**src/pkg/nfh_pkg.sv**
```systemverilog
// Overview of operation
// - Command byte latched on write strobe rising edge while command latch high.
// - Address byte latched on write strobe rising edge while address latch high.
// - Both latches low during write strobe means the byte is input data.
// - Host keeps select low through the busy period after a read command.
// - Address is four cycles: A0-A7, A9-A16, A17-A24, A25-A26.
// - Host drives bus lines three to eight low in fourth address cycle.
// - Cycle type decoded from latches, select and strobes.
// - Command bit 7 on bus line eight, bit 0 on line one.
package nfh_pkg;
  // ----------------------------------------------------------------------
  // Command codes
  // ----------------------------------------------------------------------
  localparam logic [7:0] CMD_SERIAL_IN = 8'h80;
  localparam logic [7:0] CMD_READ_MAIN = 8'h00;
  localparam logic [7:0] CMD_READ_HIGH = 8'h01;
  localparam logic [7:0] CMD_READ_SPARE = 8'h50;
  localparam logic [7:0] CMD_RESET = 8'hFF;
  localparam logic [7:0] CMD_PROG = 8'h10;
  localparam logic [7:0] CMD_PROG_DUMMY = 8'h11;
  localparam logic [7:0] CMD_PROG_MULTI = 8'h15;
  localparam logic [7:0] CMD_ERASE_SETUP = 8'h60;
  localparam logic [7:0] CMD_ERASE_GO = 8'hD0;
  localparam logic [7:0] CMD_STATUS = 8'h70;
  localparam logic [7:0] CMD_STATUS2 = 8'h71;
  localparam logic [7:0] CMD_ID = 8'h90;
  localparam logic [7:0] CMD_ID2 = 8'h91;
  // ----------------------------------------------------------------------
  // Geometry and status bits
  // ----------------------------------------------------------------------
  localparam int PAGE_BYTES = 528;
  localparam int MAIN_BYTES = 512;
  localparam int SPARE_BYTES = 16;
  localparam int PAGES_PER_BLOCK = 32;
  localparam int BLOCKS = 8192;
  localparam int ADDR_CYCLES = 4;
  localparam int ADDR_CYCLES_ERASE = 3;
  localparam logic [1:0] LAST_ADDR_MASK = 2'h3;
  localparam int ST_FAIL_BIT = 0;
  localparam int ST_READY_BIT = 6;
  localparam int ST_WP_BIT = 7;
  // ----------------------------------------------------------------------
  // Timing, 40 MHz system clock
  // ----------------------------------------------------------------------
  localparam int CLK_NS = 25;
  localparam int T_WP_NS = 25;   // Write strobe low width
  localparam int T_WH_NS = 15;   // Write strobe high hold
  localparam int T_RP_NS = 35;   // Read pulse width
  localparam int T_REH_NS = 15;  // Read strobe high hold
  localparam int T_WB_NS = 200;  // Write high to busy, longest
  localparam int T_WHR_NS = 30;  // Write high to read low
  localparam int T_CEH_NS = 100; // Select high to end sequential read
  localparam int T_WW_NS = 100;  // Protect high to write low
  function automatic int cyc_up(input int ns);
    int c;
    c = (ns + CLK_NS - 1) / CLK_NS;
    return (c < 1) ? 1 : c;
  endfunction
  localparam logic [3:0] CY_WP = 4'(cyc_up(T_WP_NS));
  localparam logic [3:0] CY_WH = 4'(cyc_up(T_WH_NS));
  localparam logic [3:0] CY_RP = 4'(cyc_up(T_RP_NS));
  localparam logic [3:0] CY_REH = 4'(cyc_up(T_REH_NS));
  localparam logic [3:0] CY_WB = 4'(cyc_up(T_WB_NS));
  localparam logic [3:0] CY_WHR = 4'(cyc_up(T_WHR_NS));
  localparam logic [3:0] CY_CEH = 4'(cyc_up(T_CEH_NS));
  localparam logic [3:0] CY_WW = 4'(cyc_up(T_WW_NS));
  localparam logic [3:0] CY_ZERO = 4'h0;
  localparam logic [3:0] CY_ONE = 4'h1;
  // Host operations
  typedef enum logic [1:0] {OP_CMD, OP_ADDR, OP_WDATA, OP_RDATA} nfh_op_t;
endpackage

```
**src/nfh_host.sv**
```systemverilog
`timescale 1ns/1ps
`default_nettype none
module nfh_host
  import nfh_pkg::*;
(
  input wire logic CLK_SYS,            // 40 MHz clock
  input wire logic RST,                // Async reset, high
  input wire logic OP_VALID,           // Request strobe
  output logic OP_READY,               // Engine idle
  input wire logic [1:0] OP_KIND,      // nfh_op_t operation
  input wire logic [7:0] OP_DATA,      // Command, address or data byte
  input wire logic OP_LAST_ADDR,       // Fourth address cycle
  output logic RD_VALID,               // Read byte pulse
  output logic [7:0] RD_DATA,          // Read byte
  output logic BUSY,                   // Device busy, synchronised
  input wire logic SEL_RELEASE,        // Raise select when idle
  input wire logic PROTECT,            // Assert write protect
  output logic REFUSED,                // Request refused pulse
  output logic CHIP_SELECT_N,          // Chip select pin
  output logic COMMAND_LATCH_STROBE,   // Command latch pin
  output logic ADDRESS_LATCH_STROBE,   // Address latch pin
  output logic INPUT_STROBE_N,         // Write strobe pin
  output logic OUTPUT_STROBE_N,        // Read strobe pin
  output logic WRITE_PROTECT_N,        // Write protect pin
  input wire logic READY_BUSY_N,       // Open drain, pulled up
  input wire logic [7:0] BUS_I,        // Shared byte bus in
  output logic [7:0] BUS_O,            // Shared byte bus out
  output logic BUS_OE                  // High while host drives bus
);
  typedef enum logic [2:0] {S_IDLE, S_SETUP, S_WLOW, S_WHIGH, S_RLOW, S_RHIGH} nfh_st_t;
  nfh_st_t st_r;
  logic [3:0] cnt_r;
  logic [7:0] busq;
  logic rbq;
  logic busy_s;
  nfh_op_t kind_r;
  logic [7:0] last_cmd_r;
  logic [3:0] wb_r;
  logic [3:0] ww_r;
  logic [3:0] ceh_r;
  logic busy_cmd_ok;
  logic take;
  logic refuse;
  logic last_addr_r;

  // ----------------------------------------------------------------------
  // Pin synchronisation
  // ----------------------------------------------------------------------
  // Busy level is synchronised, so reset leaves it idle as the pull-up does
  nfh_sync #(.W(1)) u_sync_rb (.clk(CLK_SYS), .rst(RST), .d(!READY_BUSY_N),
    .q(rbq));
  nfh_sync #(.W(8)) u_sync_bus (.clk(CLK_SYS), .rst(RST), .d(BUS_I), .q(busq));

  // Busy is also assumed for tWB after array starts, reset and a read's last address, since the pin lags
  assign busy_s = rbq | (wb_r != CY_ZERO);
  assign BUSY = busy_s;

  // ----------------------------------------------------------------------
  // Request acceptance
  // ----------------------------------------------------------------------
  // While busy only reset and status commands go out, and status is read back
  assign busy_cmd_ok = ((nfh_op_t'(OP_KIND) == OP_CMD) &&
                        ((OP_DATA == CMD_RESET) || (OP_DATA == CMD_STATUS) ||
                         (OP_DATA == CMD_STATUS2))) ||
                       ((nfh_op_t'(OP_KIND) == OP_RDATA) &&
                        ((last_cmd_r == CMD_STATUS) || (last_cmd_r == CMD_STATUS2)));
  assign OP_READY = (st_r == S_IDLE) && (ceh_r == CY_ZERO);
  // Program and erase refused when protected or protect not yet settled
  assign refuse = (busy_s && !busy_cmd_ok) ||
                  ((nfh_op_t'(OP_KIND) == OP_CMD) && (PROTECT || ww_r != CY_ZERO) &&
                   ((OP_DATA == CMD_SERIAL_IN) || (OP_DATA == CMD_ERASE_GO) ||
                    (OP_DATA == CMD_PROG) || (OP_DATA == CMD_PROG_DUMMY) ||
                    (OP_DATA == CMD_PROG_MULTI) || (OP_DATA == CMD_ERASE_SETUP)));
  assign take = OP_VALID && OP_READY && !refuse;

  // Refusal is reported for one cycle
  always_ff @(posedge CLK_SYS or posedge RST) begin
    if (RST) begin
      REFUSED <= 1'b0;
    end else begin
      REFUSED <= OP_VALID && OP_READY && refuse;
    end
  end

  // ----------------------------------------------------------------------
  // Bus cycle sequencer
  // ----------------------------------------------------------------------
  always_ff @(posedge CLK_SYS or posedge RST) begin
    if (RST) begin
      st_r <= S_IDLE;
      cnt_r <= CY_ZERO;
      kind_r <= OP_CMD;
      last_addr_r <= 1'b0;
    end else begin
      case (st_r)
        S_IDLE: begin
          if (take) begin
            kind_r <= nfh_op_t'(OP_KIND);
            // Kept here so a request changing mid-cycle cannot fake a last address
            last_addr_r <= OP_LAST_ADDR;
            st_r <= S_SETUP;
            cnt_r <= CY_ONE;
          end
        end
        S_SETUP: begin
          // Latch qualifiers settle one cycle before the strobe falls
          if (kind_r == OP_RDATA) begin
            st_r <= S_RLOW;
            cnt_r <= CY_RP;
          end else begin
            st_r <= S_WLOW;
            cnt_r <= CY_WP;
          end
        end
        S_WLOW: begin
          if (cnt_r == CY_ONE) begin
            st_r <= S_WHIGH;
            cnt_r <= (CY_WHR > CY_WH) ? CY_WHR : CY_WH;
          end else begin
            cnt_r <= cnt_r - CY_ONE;
          end
        end
        S_RLOW: begin
          if (cnt_r == CY_ONE) begin
            st_r <= S_RHIGH;
            cnt_r <= CY_REH;
          end else begin
            cnt_r <= cnt_r - CY_ONE;
          end
        end
        S_WHIGH, S_RHIGH: begin
          if (cnt_r == CY_ONE) begin
            st_r <= S_IDLE;
            cnt_r <= CY_ZERO;
          end else begin
            cnt_r <= cnt_r - CY_ONE;
          end
        end
        default: begin
          st_r <= S_IDLE;
          cnt_r <= CY_ZERO;
        end
      endcase
    end
  end

  // ----------------------------------------------------------------------
  // Pin drive
  // ----------------------------------------------------------------------
  // Latch pins held through the strobe so the rising edge samples them
  always_ff @(posedge CLK_SYS or posedge RST) begin
    if (RST) begin
      COMMAND_LATCH_STROBE <= 1'b0;
      ADDRESS_LATCH_STROBE <= 1'b0;
      INPUT_STROBE_N <= 1'b1;
      OUTPUT_STROBE_N <= 1'b1;
      BUS_O <= 8'h00;
      BUS_OE <= 1'b0;
    end else begin
      if (take) begin
        COMMAND_LATCH_STROBE <= nfh_op_t'(OP_KIND) == OP_CMD;
        ADDRESS_LATCH_STROBE <= nfh_op_t'(OP_KIND) == OP_ADDR;
        // Bit 7 to line eight; last address cycle keeps lines 3-8 low
        BUS_O <= (OP_LAST_ADDR && nfh_op_t'(OP_KIND) == OP_ADDR) ?
                 {6'h00, OP_DATA[1:0] & LAST_ADDR_MASK} : OP_DATA;
        BUS_OE <= nfh_op_t'(OP_KIND) != OP_RDATA;
      end else if (st_r == S_IDLE) begin
        COMMAND_LATCH_STROBE <= 1'b0;
        ADDRESS_LATCH_STROBE <= 1'b0;
        BUS_OE <= 1'b0;
      end
      INPUT_STROBE_N <= !((st_r == S_SETUP && kind_r != OP_RDATA) ||
                          (st_r == S_WLOW && cnt_r != CY_ONE));
      // Falling read strobe advances the device column counter
      OUTPUT_STROBE_N <= !((st_r == S_SETUP && kind_r == OP_RDATA) ||
                           (st_r == S_RLOW && cnt_r != CY_ONE));
    end
  end

  // ----------------------------------------------------------------------
  // Read data capture
  // ----------------------------------------------------------------------
  // Sampled after the strobe rises; the synchroniser adds two cycles
  always_ff @(posedge CLK_SYS or posedge RST) begin
    if (RST) begin
      RD_VALID <= 1'b0;
      RD_DATA <= 8'h00;
    end else begin
      RD_VALID <= (st_r == S_RHIGH) && (cnt_r == CY_ONE);
      if ((st_r == S_RHIGH) && (cnt_r == CY_ONE)) begin
        RD_DATA <= busq;
      end
    end
  end

  // ----------------------------------------------------------------------
  // Busy window, protect settle and select control
  // ----------------------------------------------------------------------
  always_ff @(posedge CLK_SYS or posedge RST) begin
    if (RST) begin
      last_cmd_r <= CMD_RESET;
      wb_r <= CY_ZERO;
    end else begin
      if (take && nfh_op_t'(OP_KIND) == OP_CMD) begin
        last_cmd_r <= OP_DATA;
      end
      // Only array starts and reset open the tWB window; a read starts at its last address
      if (st_r == S_WHIGH && cnt_r == CY_ONE && kind_r == OP_CMD &&
          (last_cmd_r == CMD_PROG || last_cmd_r == CMD_PROG_DUMMY ||
           last_cmd_r == CMD_PROG_MULTI || last_cmd_r == CMD_ERASE_GO ||
           last_cmd_r == CMD_RESET)) begin
        wb_r <= CY_WB;
      end else if (st_r == S_WHIGH && cnt_r == CY_ONE && kind_r == OP_ADDR &&
                   last_addr_r &&
                   (last_cmd_r == CMD_READ_MAIN || last_cmd_r == CMD_READ_HIGH ||
                    last_cmd_r == CMD_READ_SPARE)) begin
        wb_r <= CY_WB;
      end else if (wb_r != CY_ZERO) begin
        wb_r <= wb_r - CY_ONE;
      end
    end
  end

  // Protect pin and settle time before writes
  always_ff @(posedge CLK_SYS or posedge RST) begin
    if (RST) begin
      WRITE_PROTECT_N <= 1'b0;
      ww_r <= CY_WW;
    end else begin
      WRITE_PROTECT_N <= !PROTECT;
      if (PROTECT) begin
        ww_r <= CY_WW;
      end else if (ww_r != CY_ZERO) begin
        ww_r <= ww_r - CY_ONE;
      end
    end
  end

  // Select stays low while busy so array data reaches the register
  always_ff @(posedge CLK_SYS or posedge RST) begin
    if (RST) begin
      CHIP_SELECT_N <= 1'b1;
      ceh_r <= CY_ZERO;
    end else begin
      if (st_r != S_IDLE || take || busy_s) begin
        CHIP_SELECT_N <= 1'b0;
        ceh_r <= CY_ZERO;
      end else if (SEL_RELEASE) begin
        if (!CHIP_SELECT_N) begin
          ceh_r <= CY_CEH;
        end else if (ceh_r != CY_ZERO) begin
          ceh_r <= ceh_r - CY_ONE;
        end
        CHIP_SELECT_N <= 1'b1;
      end else begin
        CHIP_SELECT_N <= 1'b0;
        ceh_r <= CY_ZERO;
      end
    end
  end
endmodule
`default_nettype wire

```
**src/nfh_sync.sv**
```systemverilog
`timescale 1ns/1ps
`default_nettype none
// ------------------------------------------------------------------------
// Two flop synchroniser for pin inputs
// ------------------------------------------------------------------------
module nfh_sync #(
  parameter int W = 1
) (
  input wire logic clk,          // System clock
  input wire logic rst,          // Async reset
  input wire logic [W-1:0] d,    // Asynchronous level
  output logic [W-1:0] q         // Synchronised level
);
  logic [W-1:0] meta_r;
  // Only the second flop reads the first
  always_ff @(posedge clk or posedge rst) begin
    if (rst) begin
      meta_r <= '0;
      q <= '0;
    end else begin
      meta_r <= d;
      q <= meta_r;
    end
  end
endmodule
`default_nettype wire

```
**config.mk**
```make
export PLATFORM = sky130hd
export DESIGN_NAME = nfh_host
export DESIGN_NICKNAME = d
export VERILOG_FILES = /design/src/pkg/nfh_pkg.sv /design/src/nfh_host.sv /design/src/nfh_sync.sv
export SDC_FILE = /design/constraint.sdc
export NUM_CORES = 1
export LEC_CHECK = 0
export BUFFER_PORTS_ARGS = -buffer_cell sky130_fd_sc_hd__buf_2
export CORE_MARGIN = 2
export CORE_UTILIZATION = 35
export CTS_BUF_LIST = sky130_fd_sc_hd__clkbuf_8
export DETAILED_ROUTE_END_ITERATION = 12
export GPL_TIMING_DRIVEN = 0
export PLACE_DENSITY = 0.56
export SLEW_MARGIN = 15
export SYNTH_ARGS = -nofsm -noshare
export SYNTH_HDL_FRONTEND = slang
export SYNTH_HIERARCHICAL = 1
export SYNTH_SLANG_ARGS = --single-unit
```
**constraint.sdc**
```tcl
create_clock -name CLK_SYS -period 3.53 [get_ports CLK_SYS]
set_input_delay 0.1765 -clock CLK_SYS [delete_from_list [all_inputs] [get_ports CLK_SYS]]
set_output_delay 0.1765 -clock CLK_SYS [all_outputs]
set_load 0.005 [all_outputs]
```
==> key figures, run 1 <==
GRT
  – First-pass GRT wire length: between 10,000 and 15,000 um
  – GRT Overall Usage: 0.145
  – Vias in the first global route: 2,296
  – Initial antenna violation count: 0
  – Global route total overflow: 0
  – Largest net degree at the start of global routing: between 50 and 60

Setup path
  – Worst Path Required: approximately 3800 ps
  – Critical path type: flip-flop to flip-flop
  – CP arrival: 3140 ps
  – Setup slack of the most critical reg-to-reg path: 660 ps
  – Worst setup EP type: flip-flop
  – Worst R2R Path Depth: 8
  – Worst-path maximum fanout: 9
  – Crit path launch type: flip-flop

Timing
  – Final setup viols: 0
  – Slew HR: 0.410
  – Hold Fails Final Rpt: 0
  – Tcrit/Tclk final: 0.814
  – RSZ-0062 raised after global routing: no
  – Fmax: 348 MHz
  – Worst Max-Slew Pin Slew: slightly below 900 ps
  – Setup TNS: 0 ps
  – Tmin final: about 2900 ps
  – Setup ws final: ~660 ps
  – Skew final: 9.56 ps
  – Final Max Tran Viols: 0

Placed design
  – Post-DP HPWL: 4600 um
  – GP Congestion: approximately 0.78
  – PortBufs: 50
  – Worst slack, placed: 606 ps

Floorplanning
  – Die area: 0.00993 mm2
  – Ports: between 50 and 60
  – Die H: 99.6 um
  – # rows: 34
  – Die W: ~100 um
  – Starting density of the core: 0.364
  – Core Area: approximately 0.0088 mm2

Yosys
  – Synthesized cell area: 0.00320 mm2
  – Synth Flop Type: dfrtp_1
  – Post-synth EDFFs: 0
  – FF+latch count, synth: 73
  – Post-synth net total: about 330
  – Synth Area in Compound Gates: 0.100
  – Asr flop ratio synth: 1.00
  – Register area share after synthesis: 0.575
  – Largest family of logic cells by synthesized area: simple AND/OR/NAND/NOR gates
  – Synth unique cells: 49
  – Multiplexer share of the synthesized area: 0.0524
  – XOR/XNOR share of the synthesized area: 0.0137
  – Post-Synthesis Cells: 295
  – Yosys Warn Count: 6
  – Adder-Cell Fraction of Synth Area: 0.0313
  – Syn_area_per_cell: 10.9 um2
  – Post-Synth Simple-Gate Area: 0.195

Clocking
  – # Post-CTS Setup Buffers: 0
  – Clk buf depth: 2
  – Clk slew on worst S/H paths: ~80 ps
  – Clock tree sinks: 73
  – H-tree depth: 3
  – Number of buffers created by CTS: 9
  – CTS Root Cell: clkbuf_8
  – CTS tree: built
  – Clock latency at the later pin of the worst-skew pair: 350 ps

Worst hold path
  – Hold Crit Class: input pin to flip-flop
  – Hold Path Stages: 2

Final layout
  – # fillers: 827
  – Area grow syn2layout: 21.6%
  – Layout cells sized above 1: 0.278
  – Footprint of the multi-input gates: 0.00126 mm2
  – Antenna Cells: 0
  – Register Area: 0.00184 mm2
  – Nets: 399

Routing
  – DR pass1 iterations: 4
  – Routed WL per cell: 13.9 um
  – Via/cell ratio: between 4 and 5
  – Drt total wl: around 6700 um
  – Initial DRC count: 114
  – Antenna Nets Post-Route: 0
  – Vias: between 2,000 and 2,500
  – Drc violations: 0

Power and ir drop
  – P per Cell Area: 696 mW/mm2
  – Peak supply drop: 0.363 mV
  – Leak: between 1.5 and 2 nW

Status
  – Outcome: finished, final reports clean

Flow run
  – Max-cap viol count: 0
cell families after synthesis:
| family | count (synthesis) |
|---|---|
| compound gates | 50 |
| fa+ha+maj | 8 |
| xor+xnor | 5 |
| flops | 73 |
| simple gates | 119 |
| mux | 15 |
| buf+inv | 25 |
through the flow:
| step | hold WS, ps | power, mW | area (um2) | util | instances |
|---|---|---|---|---|---|
| floorplan | -82.3 | 1.79 | 3200 | - | 295 |
| global placement | 53.0 | 2.02 | 3590 | 0.407 | 453 |
| detailed placement | 72.0 | 2.05 | 3590 | 0.408 | 453 |
| CTS | 36.7 | 2.74 | 3890 | 0.442 | 479 |
| global route | 48.1 | 2.91 | 3890 | 0.442 | 479 |
| finish | 47.6 | 2.71 | 3890 | 0.442 | 479 |
repair_timing:
action,in CTS,in global routing
hold endpoints to repair,70,0
gates resized for setup,0,0
hold buffers,10,0
layout make-up:
class                           count  share of cell area
Inverter                           19              0.0190
Buffer                              6             0.00803
Clock buffer                       10              0.0353
Tap cell                          108              0.0347
Sequential cell                    73               0.473
Multi-Input combinational cell    197               0.323
Timing Repair Buffer               60              0.0900
Clock inverter                      6              0.0170
Yosys cell counts (all sizes together), types with 2 or more instances:
cell | count | area, um2
a211o | 2 | 26.3
a211oi | 3 | 22.5
a21o | 4 | 30.0
a21oi | 13 | 65.1
a31oi | 4 | 25.0
and2 | 4 | 25.0
and3 | 3 | 18.8
buf | 2 | 16.3
clkbuf | 4 | 15.0
dfrtp | 61 | 1530
dfstp | 12 | 315
ha | 8 | 100
inv | 18 | 67.6
mux2 | 14 | 158
nand2 | 48 | 180
nand2b | 6 | 37.5
nand3 | 5 | 37.5
nand3b | 2 | 15.0
nand4 | 3 | 18.8
nor2 | 21 | 86.3
nor2b | 4 | 25.0
nor3 | 7 | 46.3
nor4b | 3 | 26.3
nor4bb | 2 | 20.0
o21ai | 15 | 75.1
o2bb2ai | 2 | 17.5
or3 | 6 | 42.5
or3b | 2 | 20.0
xnor2 | 4 | 35.0
layout by cell type (no fill, tap or decap), types with 3 or more instances in the layout:
cell type       n
dlygate4sd3_1  10
clkbuf_1        4
mux2_2         14
a21o_1          4
ha_1            8
clkbuf_8       10
nand2b_1        6
a211oi_1        3
buf_2          51
nor3_1          6
dfrtp_1        61
nand2_1        48
or3_1           5
nor2b_1         4
and3_1          3
o21ai_0        15
nor4b_1         3
dfstp_2        12
inv_1          17
and2_1          4
nand4_1         3
nand3_1         4
xnor2_1         4
nor2_1         20
a31oi_1         4
a21oi_1        13
power breakdown:
group          internal (mW)  switching [mW]  total, mW
registers               1.08           0.165       1.24
clock network          0.348           0.321      0.669
logic                  0.389           0.410      0.799
sequential cells by signal, summed over array words and instances (netlist names), 2 cells and up:
register and cells:
BUS_O 8, RD_DATA 8, ceh_r 4, cnt_r 4, kind_r 2, last_cmd_r 8
st_r 3, u_sync_bus/meta_r 8, u_sync_bus/q 8, wb_r 4, ww_r 4
layer usage:
| layer | routed length [um] | global-route usage | part of all wire |
|---|---|---|---|
| met3 | 281 | 0.0358 | 0.042 |
| met1 | 3180 | 0.191 | 0.48 |
| met2 | 3110 | 0.234 | 0.47 |
| met5 | 0 | 0 | 0 |
| met4 | 107 | 0.0537 | 0.016 |
worst paths after layout:
path,from,end
max in group asynchronous,RST,RD_DATA[0]
hold reg to reg,u_sync_bus/meta_r[4],u_sync_bus/q[4]
hold / removal,PROTECT,WRITE_PROTECT_N
setup reg to reg,wb_r[0],last_cmd_r[5]
setup / recovery,wb_r[0],last_cmd_r[5]
min in group asynchronous,RST,u_sync_rb/meta_r
critical path, cell delays in order, from the launching register on:
cell     delay (ps)
dfrtp_1         390
inv_1           110
ha_1            200
nor4b_1         730
a31oi_1         110
o21a_1          180
a211o_4         320
nor3_4          360
mux2_2          400
(Power assumes the default switching activity.)
==> inputs of run 2 (changes only) <==
--- a/config.mk
+++ b/config.mk
@@ -5,13 +5,14 @@
 export SDC_FILE = /design/constraint.sdc
 export NUM_CORES = 1
 export LEC_CHECK = 0
+export ABC_AREA = 1
 export BUFFER_PORTS_ARGS = -buffer_cell sky130_fd_sc_hd__buf_2
 export CORE_MARGIN = 2
 export CORE_UTILIZATION = 35
 export CTS_BUF_LIST = sky130_fd_sc_hd__clkbuf_8
 export DETAILED_ROUTE_END_ITERATION = 12
 export GPL_TIMING_DRIVEN = 0
-export PLACE_DENSITY = 0.56
+export PLACE_DENSITY = 0.58
 export SLEW_MARGIN = 15
 export SYNTH_ARGS = -nofsm -noshare
 export SYNTH_HDL_FRONTEND = slang
==> constraint.sdc (replaced) <==
create_clock -name CLK_SYS -period 2.6 [get_ports CLK_SYS]
set_input_delay 0.13 -clock CLK_SYS [delete_from_list [all_inputs] [get_ports CLK_SYS]]
set_output_delay 0.13 -clock CLK_SYS [all_outputs]
set_load 0.005 [all_outputs]
==> run 2 against run 1 <==
  * Clock-buffer cell count did not move
  * Clock skew fell by 2.7 ps
  * Routed wire length increased by 5.8%
  * Critical path type unchanged
  * Critical endpoint is now st_r[1]
==> key figures, run 2 <==
Timing
  – RSZ-0062 raised after global routing: no
  – Hold Fails Final Rpt: 0
  – Fmax: 494 MHz
  – Setup TNS: 0 ps
  – Slew HR: 0.602
  – Skew final: 6.87 ps
  – Tcrit/Tclk final: 0.779
  – Tmin final: between 2000 and 2500 ps
  – Hold_ws: 15.2 ps
  – Final setup viols: 0
  – Worst Max-Slew Pin Slew: 596 ps
  – Final Max Tran Viols: 0

Setup path
  – Reg-to-reg endpoint: st_r[1]
  – CP arrival: 2260 ps
  – Critical path's largest stage delay: 390 ps
  – Critical path type: flip-flop to flip-flop
  – Critical Path, Cell by Cell: inv_1 > ha_1 > inv_1 > nor2_1 > inv_1 > nor3_1 > nor2_1 > nand2_1 > nand3_4 > nand2_1 > nand2_1 > nand2_1 > nand2_1
  – Crit path top cell by count: nand2_1
  – Worst-path maximum fanout: 7
  – Worst setup EP type: flip-flop
  – Worst R2R Path Depth: 13
  – Crit path launch type: flip-flop
  – Setup slack of the most critical reg-to-reg path: 570 ps
  – Reg-to-reg startpoint: ww_r[0]
  – CP max stage cell: dfrtp_1
  – Worst Path Required: 2840 ps

Yosys
  – Top cell type's share of synthesized area: 0.458
  – Synth area leaders: dfrtp_1 (46%), dfstp_2 (9.5%), nand2_1 (8.8%)
  – Synth Flop Type: dfrtp_1
  – Post-synth net total: ~400
  – Post-Synthesis Cells: 356
  – Synthesized cell area: about 0.0033 mm2
  – Asr flop ratio synth: 1.00
  – Synth area leader: dfrtp_1
  – FF+latch count, synth: 73
  – Synth unique cells: 35
  – Yosys Warn Count: 6
  – Register area share after synthesis: 0.553
  – Post-synth EDFFs: 0
  – Syn_area_per_cell: 9.36 um2
  – Synth top cells by count: nand2_1 (78), dfrtp_1 (61), inv_1 (52)
  – Count leader, synth: nand2_1

Final layout
  – Antenna Cells: 0
  – Non-Filler Instances: approximately 560
  – Area grow syn2layout: 22.4%
  – Fin util: 0.441
  – Leading cell types in the layout, fill and taps excluded: nand2_1 (78), dfrtp_1 (61), inv_1 (53), buf_2 (53), o21ai_0 (33)
  – Most common cell after layout, fill and taps aside: nand2_1
  – Nets: around 460
  – Layout cells sized above 1: 0.239

Power and ir drop
  – Peak supply drop: 0.368 mV
  – Leak: 2.03 nW
  – P per Cell Area: 999 mW/mm2

GRT
  – First-pass GRT wire length: around 12,000 um
  – Global route total overflow: 0
  – Largest net degree at the start of global routing: 29
  – Vias in the first global route: around 2,600
  – GRT Overall Usage: 0.151
  – Initial antenna violation count: 0

Clocking
  – CTS Root Cell: clkbuf_8
  – H-tree depth: 3
  – # resized after CTS: 0
  – Clk slew on worst S/H paths: around 80 ps
  – Number of buffers created by CTS: 9
  – # Post-CTS Setup Buffers: 0
  – CTS tree: built
  – Hold Buf Count CTS: 11
  – Clk buf depth: 2
  – Clock tree sinks: 73
  – Clock latency at the later pin of the worst-skew pair: 350 ps

Routing
  – Vias: about 2,600
  – Initial DRC count: 75
  – Via/cell ratio: 4.57
  – Drc violations: 0
  – Drt total wl: 7070 um
  – Antenna Nets Post-Route: 0
  – DR pass1 iterations: 4
  – Routed WL per cell: 12.5 um

Placed design
  – GP Congestion: 0.820
  – Placed cell count: 537
  – PortBufs: 51
  – Post-DP HPWL: roughly 5200 um

Status
  – Outcome: finished, final reports clean

Worst hold path
  – HP Start: OP_DATA[1]
  – Hold Crit Class: input pin to flip-flop
  – WHS Endpoint: last_cmd_r[1]
  – Hold Path Stages: 3

Floorplanning
  – Starting density of the core: 0.361
  – Die H: around 100 um
  – Die W: just over 100 um
  – Ports: 52
  – Core Area: 0.00924 mm2
  – Die area: between 0.01 and 0.015 mm2
  – # rows: 35

Flow run
  – Max-cap viol count: 0
run 2: cell count changes in the layout (fill, tap and decap cells not counted), moves of 5 or more:
cell      before  now
a21oi_1       13    7
inv_1         17   53
mux2_2        14    8
nand2_1       48   78
nand2b_1       6    0
nand3_1        4   18
nand4_1        3    8
nor2_1        20   26
o21ai_0       15   33
or3_1          5    0
run 2: cells by family (layout without fill, tap and decap cells):
group	after synthesis	after routing	synth area share
simple gates	151	151	0.216
flops	73	73	0.553
buf+inv	58	137	0.0728
compound gates	54	54	0.0913
fa+ha+maj	8	8	0.0300
mux	8	8	0.0270
xor+xnor	4	4	0.0105
run 2: final cells by class:
cell class / count / area (um2)
fill: 911 / 5160
sequential: 73 / 1840
multi-input combinational: 225 / 1250
timing repair buffer: 63 / 385
inverter: 53 / 199
tap: 129 / 161
clock buffer: 10 / 138
clock inverter: 6 / 61.3
buffer: 5 / 43.8
run 2: report_power, final:
part,internal [mW],leakage (nW),switching (mW)
Sequential,1.53,0.881,0.223
Clock,0.466,0.102,0.439
Combinational,0.584,1.04,0.830
run 2: worst max-delay path by stage:
stage	slack [ps]	startpoint	endpoint
finish	570	ww_r[0]	st_r[1]
floorplan	910	ww_r[0]	last_cmd_r[0]
detailed placement	510	ww_r[0]	st_r[1]
CTS	490	ww_r[0]	st_r[1]
global route	320	ww_r[0]	st_r[1]
global placement	350	RST	BUS_O[1]
run 2: worst max-delay path, delay by kind of cell, from the launching register on:
family / cells / cell delay [ps]
buffers and inverters: 3 / 220
and+or+nand+nor: 9 / 1150
DFF: 1 / 390
adders and majority gates: 1 / 160
run 2: routing by layer:
layer / part of all wire / track usage
met3: 0.033 / 0.0331
met5: 0 / 0
met1: 0.46 / 0.194
met2: 0.49 / 0.244
met4: 0.020 / 0.0676
run 2: stage by stage:
stage | cell area [um2] | power [mW] | setup slack [ps]
2_1_floorplan | 3330 | 2.73 | 909
5_1_grt | 4080 | 4.41 | 320
3_5_place_dp | 3770 | 3.19 | 513
3_3_place_gp | 3750 | 3.13 | 346
6_report | 4080 | 4.07 | 574
4_1_cts | 4080 | 4.11 | 487
==> inputs of run 3 (changes only) <==
--- a/config.mk
+++ b/config.mk
@@ -12,7 +12,7 @@
 export CTS_BUF_LIST = sky130_fd_sc_hd__clkbuf_8
 export DETAILED_ROUTE_END_ITERATION = 12
 export GPL_TIMING_DRIVEN = 0
-export PLACE_DENSITY = 0.58
+export PLACE_DENSITY = 0.56
 export SLEW_MARGIN = 15
 export SYNTH_ARGS = -nofsm -noshare
 export SYNTH_HDL_FRONTEND = slang
==> constraint.sdc (replaced) <==
create_clock -name CLK_SYS -period 1.9 [get_ports CLK_SYS]
set_input_delay 0.095 -clock CLK_SYS [delete_from_list [all_inputs] [get_ports CLK_SYS]]
set_output_delay 0.095 -clock CLK_SYS [all_outputs]
set_load 0.005 [all_outputs]
==> run 3 against run 2 <==
  * The flow now finishes with violations (negative hold slack)
  * Sequential power increased by 37%
  * Non-clock buffer count increased by 12
  * Critical path depth decreased by 1
  * Sequential share of layout area down 1.8 points
  * Clock power up 40%
  * Cell count is 2.1% higher
  * Global-route usage fell by 0.28 points
  * Sequential cell count is the same
  * Design area up 4.1%
  * Combinational power rose by 47%
  * Critical endpoint is now last_cmd_r[4]
  * Largest cell class unchanged
==> key figures, run 3 (synthesis gave the netlist of run 2 again) <==
Status
  – Outcome: finished with violations
  – Failing checks: negative hold slack

GRT
  – Global route total overflow: 0
  – Initial antenna violation count: 0
  – First-pass GRT wire length: around 12,000 um
  – GRT Overall Usage: 0.148
  – Vias in the first global route: 2,602
  – Largest net degree at the start of global routing: 35

Power and ir drop
  – Comb pwr share: 0.361
  – Clock share of power: 0.221
  – Cell-internal power: 3.61 mW
  – Leak: 2.10 nW
  – Sw Ratio: 0.371
  – Power Total: about 5.7 mW
  – Peak supply drop: around 0.76 mV
  – Share of total power in sequential cells: 0.418
  – P per Cell Area: 1360 mW/mm2
  – P_sw: 2.13 mW

Clocking
  – Number of buffers created by CTS: 9
  – Clock latency at the later pin of the worst-skew pair: 350 ps
  – Clk slew on worst S/H paths: 80 ps
  – H-tree depth: 3
  – Clock tree sinks: 73
  – CTS Root Cell: clkbuf_8
  – Clk buf depth: 2
  – CTS tree: built

Timing
  – Fmax: 537 MHz
  – Slew HR: 0.608
  – Hold Fails Final Rpt: 1
  – Skew final: 7.39 ps
  – Hold_ws: -6.47 ps
  – Final Max Tran Viols: 0
  – Setup TNS: 0 ps
  – Tcrit/Tclk final: 0.979
  – Worst Max-Slew Pin Slew: 587 ps
  – Final setup viols: 0
  – Tmin final: 1860 ps
  – RSZ-0062 raised after global routing: yes
  – Setup ws final: about 40 ps

Routing
  – Initial DRC count: 131
  – Routed WL per cell: 12.2 um
  – Via/cell ratio: 4.60
  – Drc violations: 0
  – DR pass1 iterations: 4
  – Antenna Nets Post-Route: 0
  – Drt total wl: 7040 um
  – Vias: 2,651

Final layout
  – Non-Filler Instances: 576
  – Leading cell types in the layout, fill and taps excluded: nand2_1 (74), dfrtp_1 (61), buf_2 (53), inv_1 (46), o21ai_0 (31)
  – Fin util: 0.459
  – Area grow syn2layout: 27.3%
  – Most common cell after layout, fill and taps aside: nand2_1
  – Post-route cell area: 0.00424 mm2
  – Layout cells sized above 1: 0.284
  – Antenna Cells: 0
  – Nets: 475

Worst hold path
  – Hold Crit Class: input pin to flip-flop
  – Hold Path Stages: 3

Floorplanning
  – Ports: 52
  – Die W: just over 100 um
  – Core Area: 0.00924 mm2
  – # rows: 35
  – Die area: slightly above 0.01 mm2
  – Starting density of the core: 0.361
  – Die H: ~100 um

Setup path
  – Levels on crit path: 12
  – Crit path launch type: flip-flop
  – Worst Path Required: approximately 2200 ps
  – CP top delay family: simple AND/OR/NAND/NOR gates
  – Number of buffers and inverters on the critical path: 4
  – Worst setup EP type: flip-flop
  – CP arrival: 2130 ps
  – Worst-path maximum fanout: 5
  – Critical path's largest stage delay: approximately 410 ps
  – CP max stage cell: dfrtp_1
  – Critical Path, Cell by Cell: inv_2 > ha_4 > inv_2 > nor2_4 > inv_2 > nor3_4 > nor2_2 > nand2_2 > nand3_4 > nor2_4 > buf_2 > o21ai_0
  – Worst R2R Path Depth: 12
  – Critical path type: flip-flop to flip-flop
  – Crit path top cell by count: inv_2

Placed design
  – PortBufs: a little over 50
  – Area after DPL: 0.00377 mm2
  – GP Congestion: 0.787
  – Placed cell count: 537
  – Worst slack, placed: -87.9 ps
  – Post-DP HPWL: a little over 5000 um

Flow run
  – Max-cap viol count: 0
run 3: changes by cell type in the layout (fill, tap and decap cells not counted), moves of 2 or more:
cell and change:
nand2_2 +4, inv_6 +2, nor2_1 -2, inv_1 -7, dlygate4sd3_1 +4, buf_4 +7, inv_2 +5, nand2_1 -4
o21ai_1 +2, o21ai_0 -2
run 3: worst reg2reg max path, cell delays in order (launching register included):
cell     delay [ps]
dfrtp_1         410
inv_2           100
ha_4            140
inv_2            40
nor2_4          110
inv_2            60
nor3_4          200
nor2_2           60
nand2_2         110
nand3_4         120
nor2_4          170
buf_2           170
o21ai_0          90
run 3: cell type report:
| type | instances | area [um2] |
|---|---|---|
| inverter | 53 | 199 |
| clock inverter | 7 | 83.8 |
| clock buffer | 9 | 124 |
| tap | 129 | 161 |
| timing repair buffer | 75 | 495 |
| multi-input combinational | 225 | 1290 |
| buffer | 5 | 46.3 |
| fill | 892 | 5000 |
| sequential | 73 | 1840 |
run 3: metal layers:
| layer | track usage | vias up | wire length [um] |
|---|---|---|---|
| met3 | 0.0414 | 15 | 347 |
| met4 | 0.0717 | 0 | 178 |
| met5 | 0 | - | 0 |
| met1 | 0.190 | 1250 | 3230 |
| li1 | - | 1328 | - |
| met2 | 0.230 | 58 | 3280 |
run 3: timing repair:
item	CTS	global route
endpoints found under the hold margin	52	0
pin swaps	1	6
setup buffers	1	6
setup endpoints to repair	41	42
gates resized for setup	1	19
hold buffers	15	0
cloned	0	1
run 3: path summary, 6_finish.rpt:
| check | start | end | slack [ps] |
|---|---|---|---|
| hold reg to reg | u_sync_bus/meta_r[3] | u_sync_bus/q[3] | 350 |
| setup / recovery | ww_r[1] | last_cmd_r[4] | 40 |
| max in group asynchronous | RST | CHIP_SELECT_N | 950 |
| min in group asynchronous | RST | u_sync_rb/meta_r | 160 |
| setup reg to reg | ww_r[1] | last_cmd_r[4] | 40 |
| hold / removal | OP_DATA[0] | last_cmd_r[0] | -6 |
run 3: power groups by stage:
stage | clock, mW | combinational [mW] | sequential (mW)
2_1_floorplan | 0 | 1.35 | 2.38
3_3_place_gp | 0 | 1.87 | 2.41
3_5_place_dp | 0 | 1.93 | 2.42
4_1_cts | 1.31 | 1.96 | 2.40
5_1_grt | 1.39 | 2.38 | 2.47
6_report | 1.27 | 2.07 | 2.40
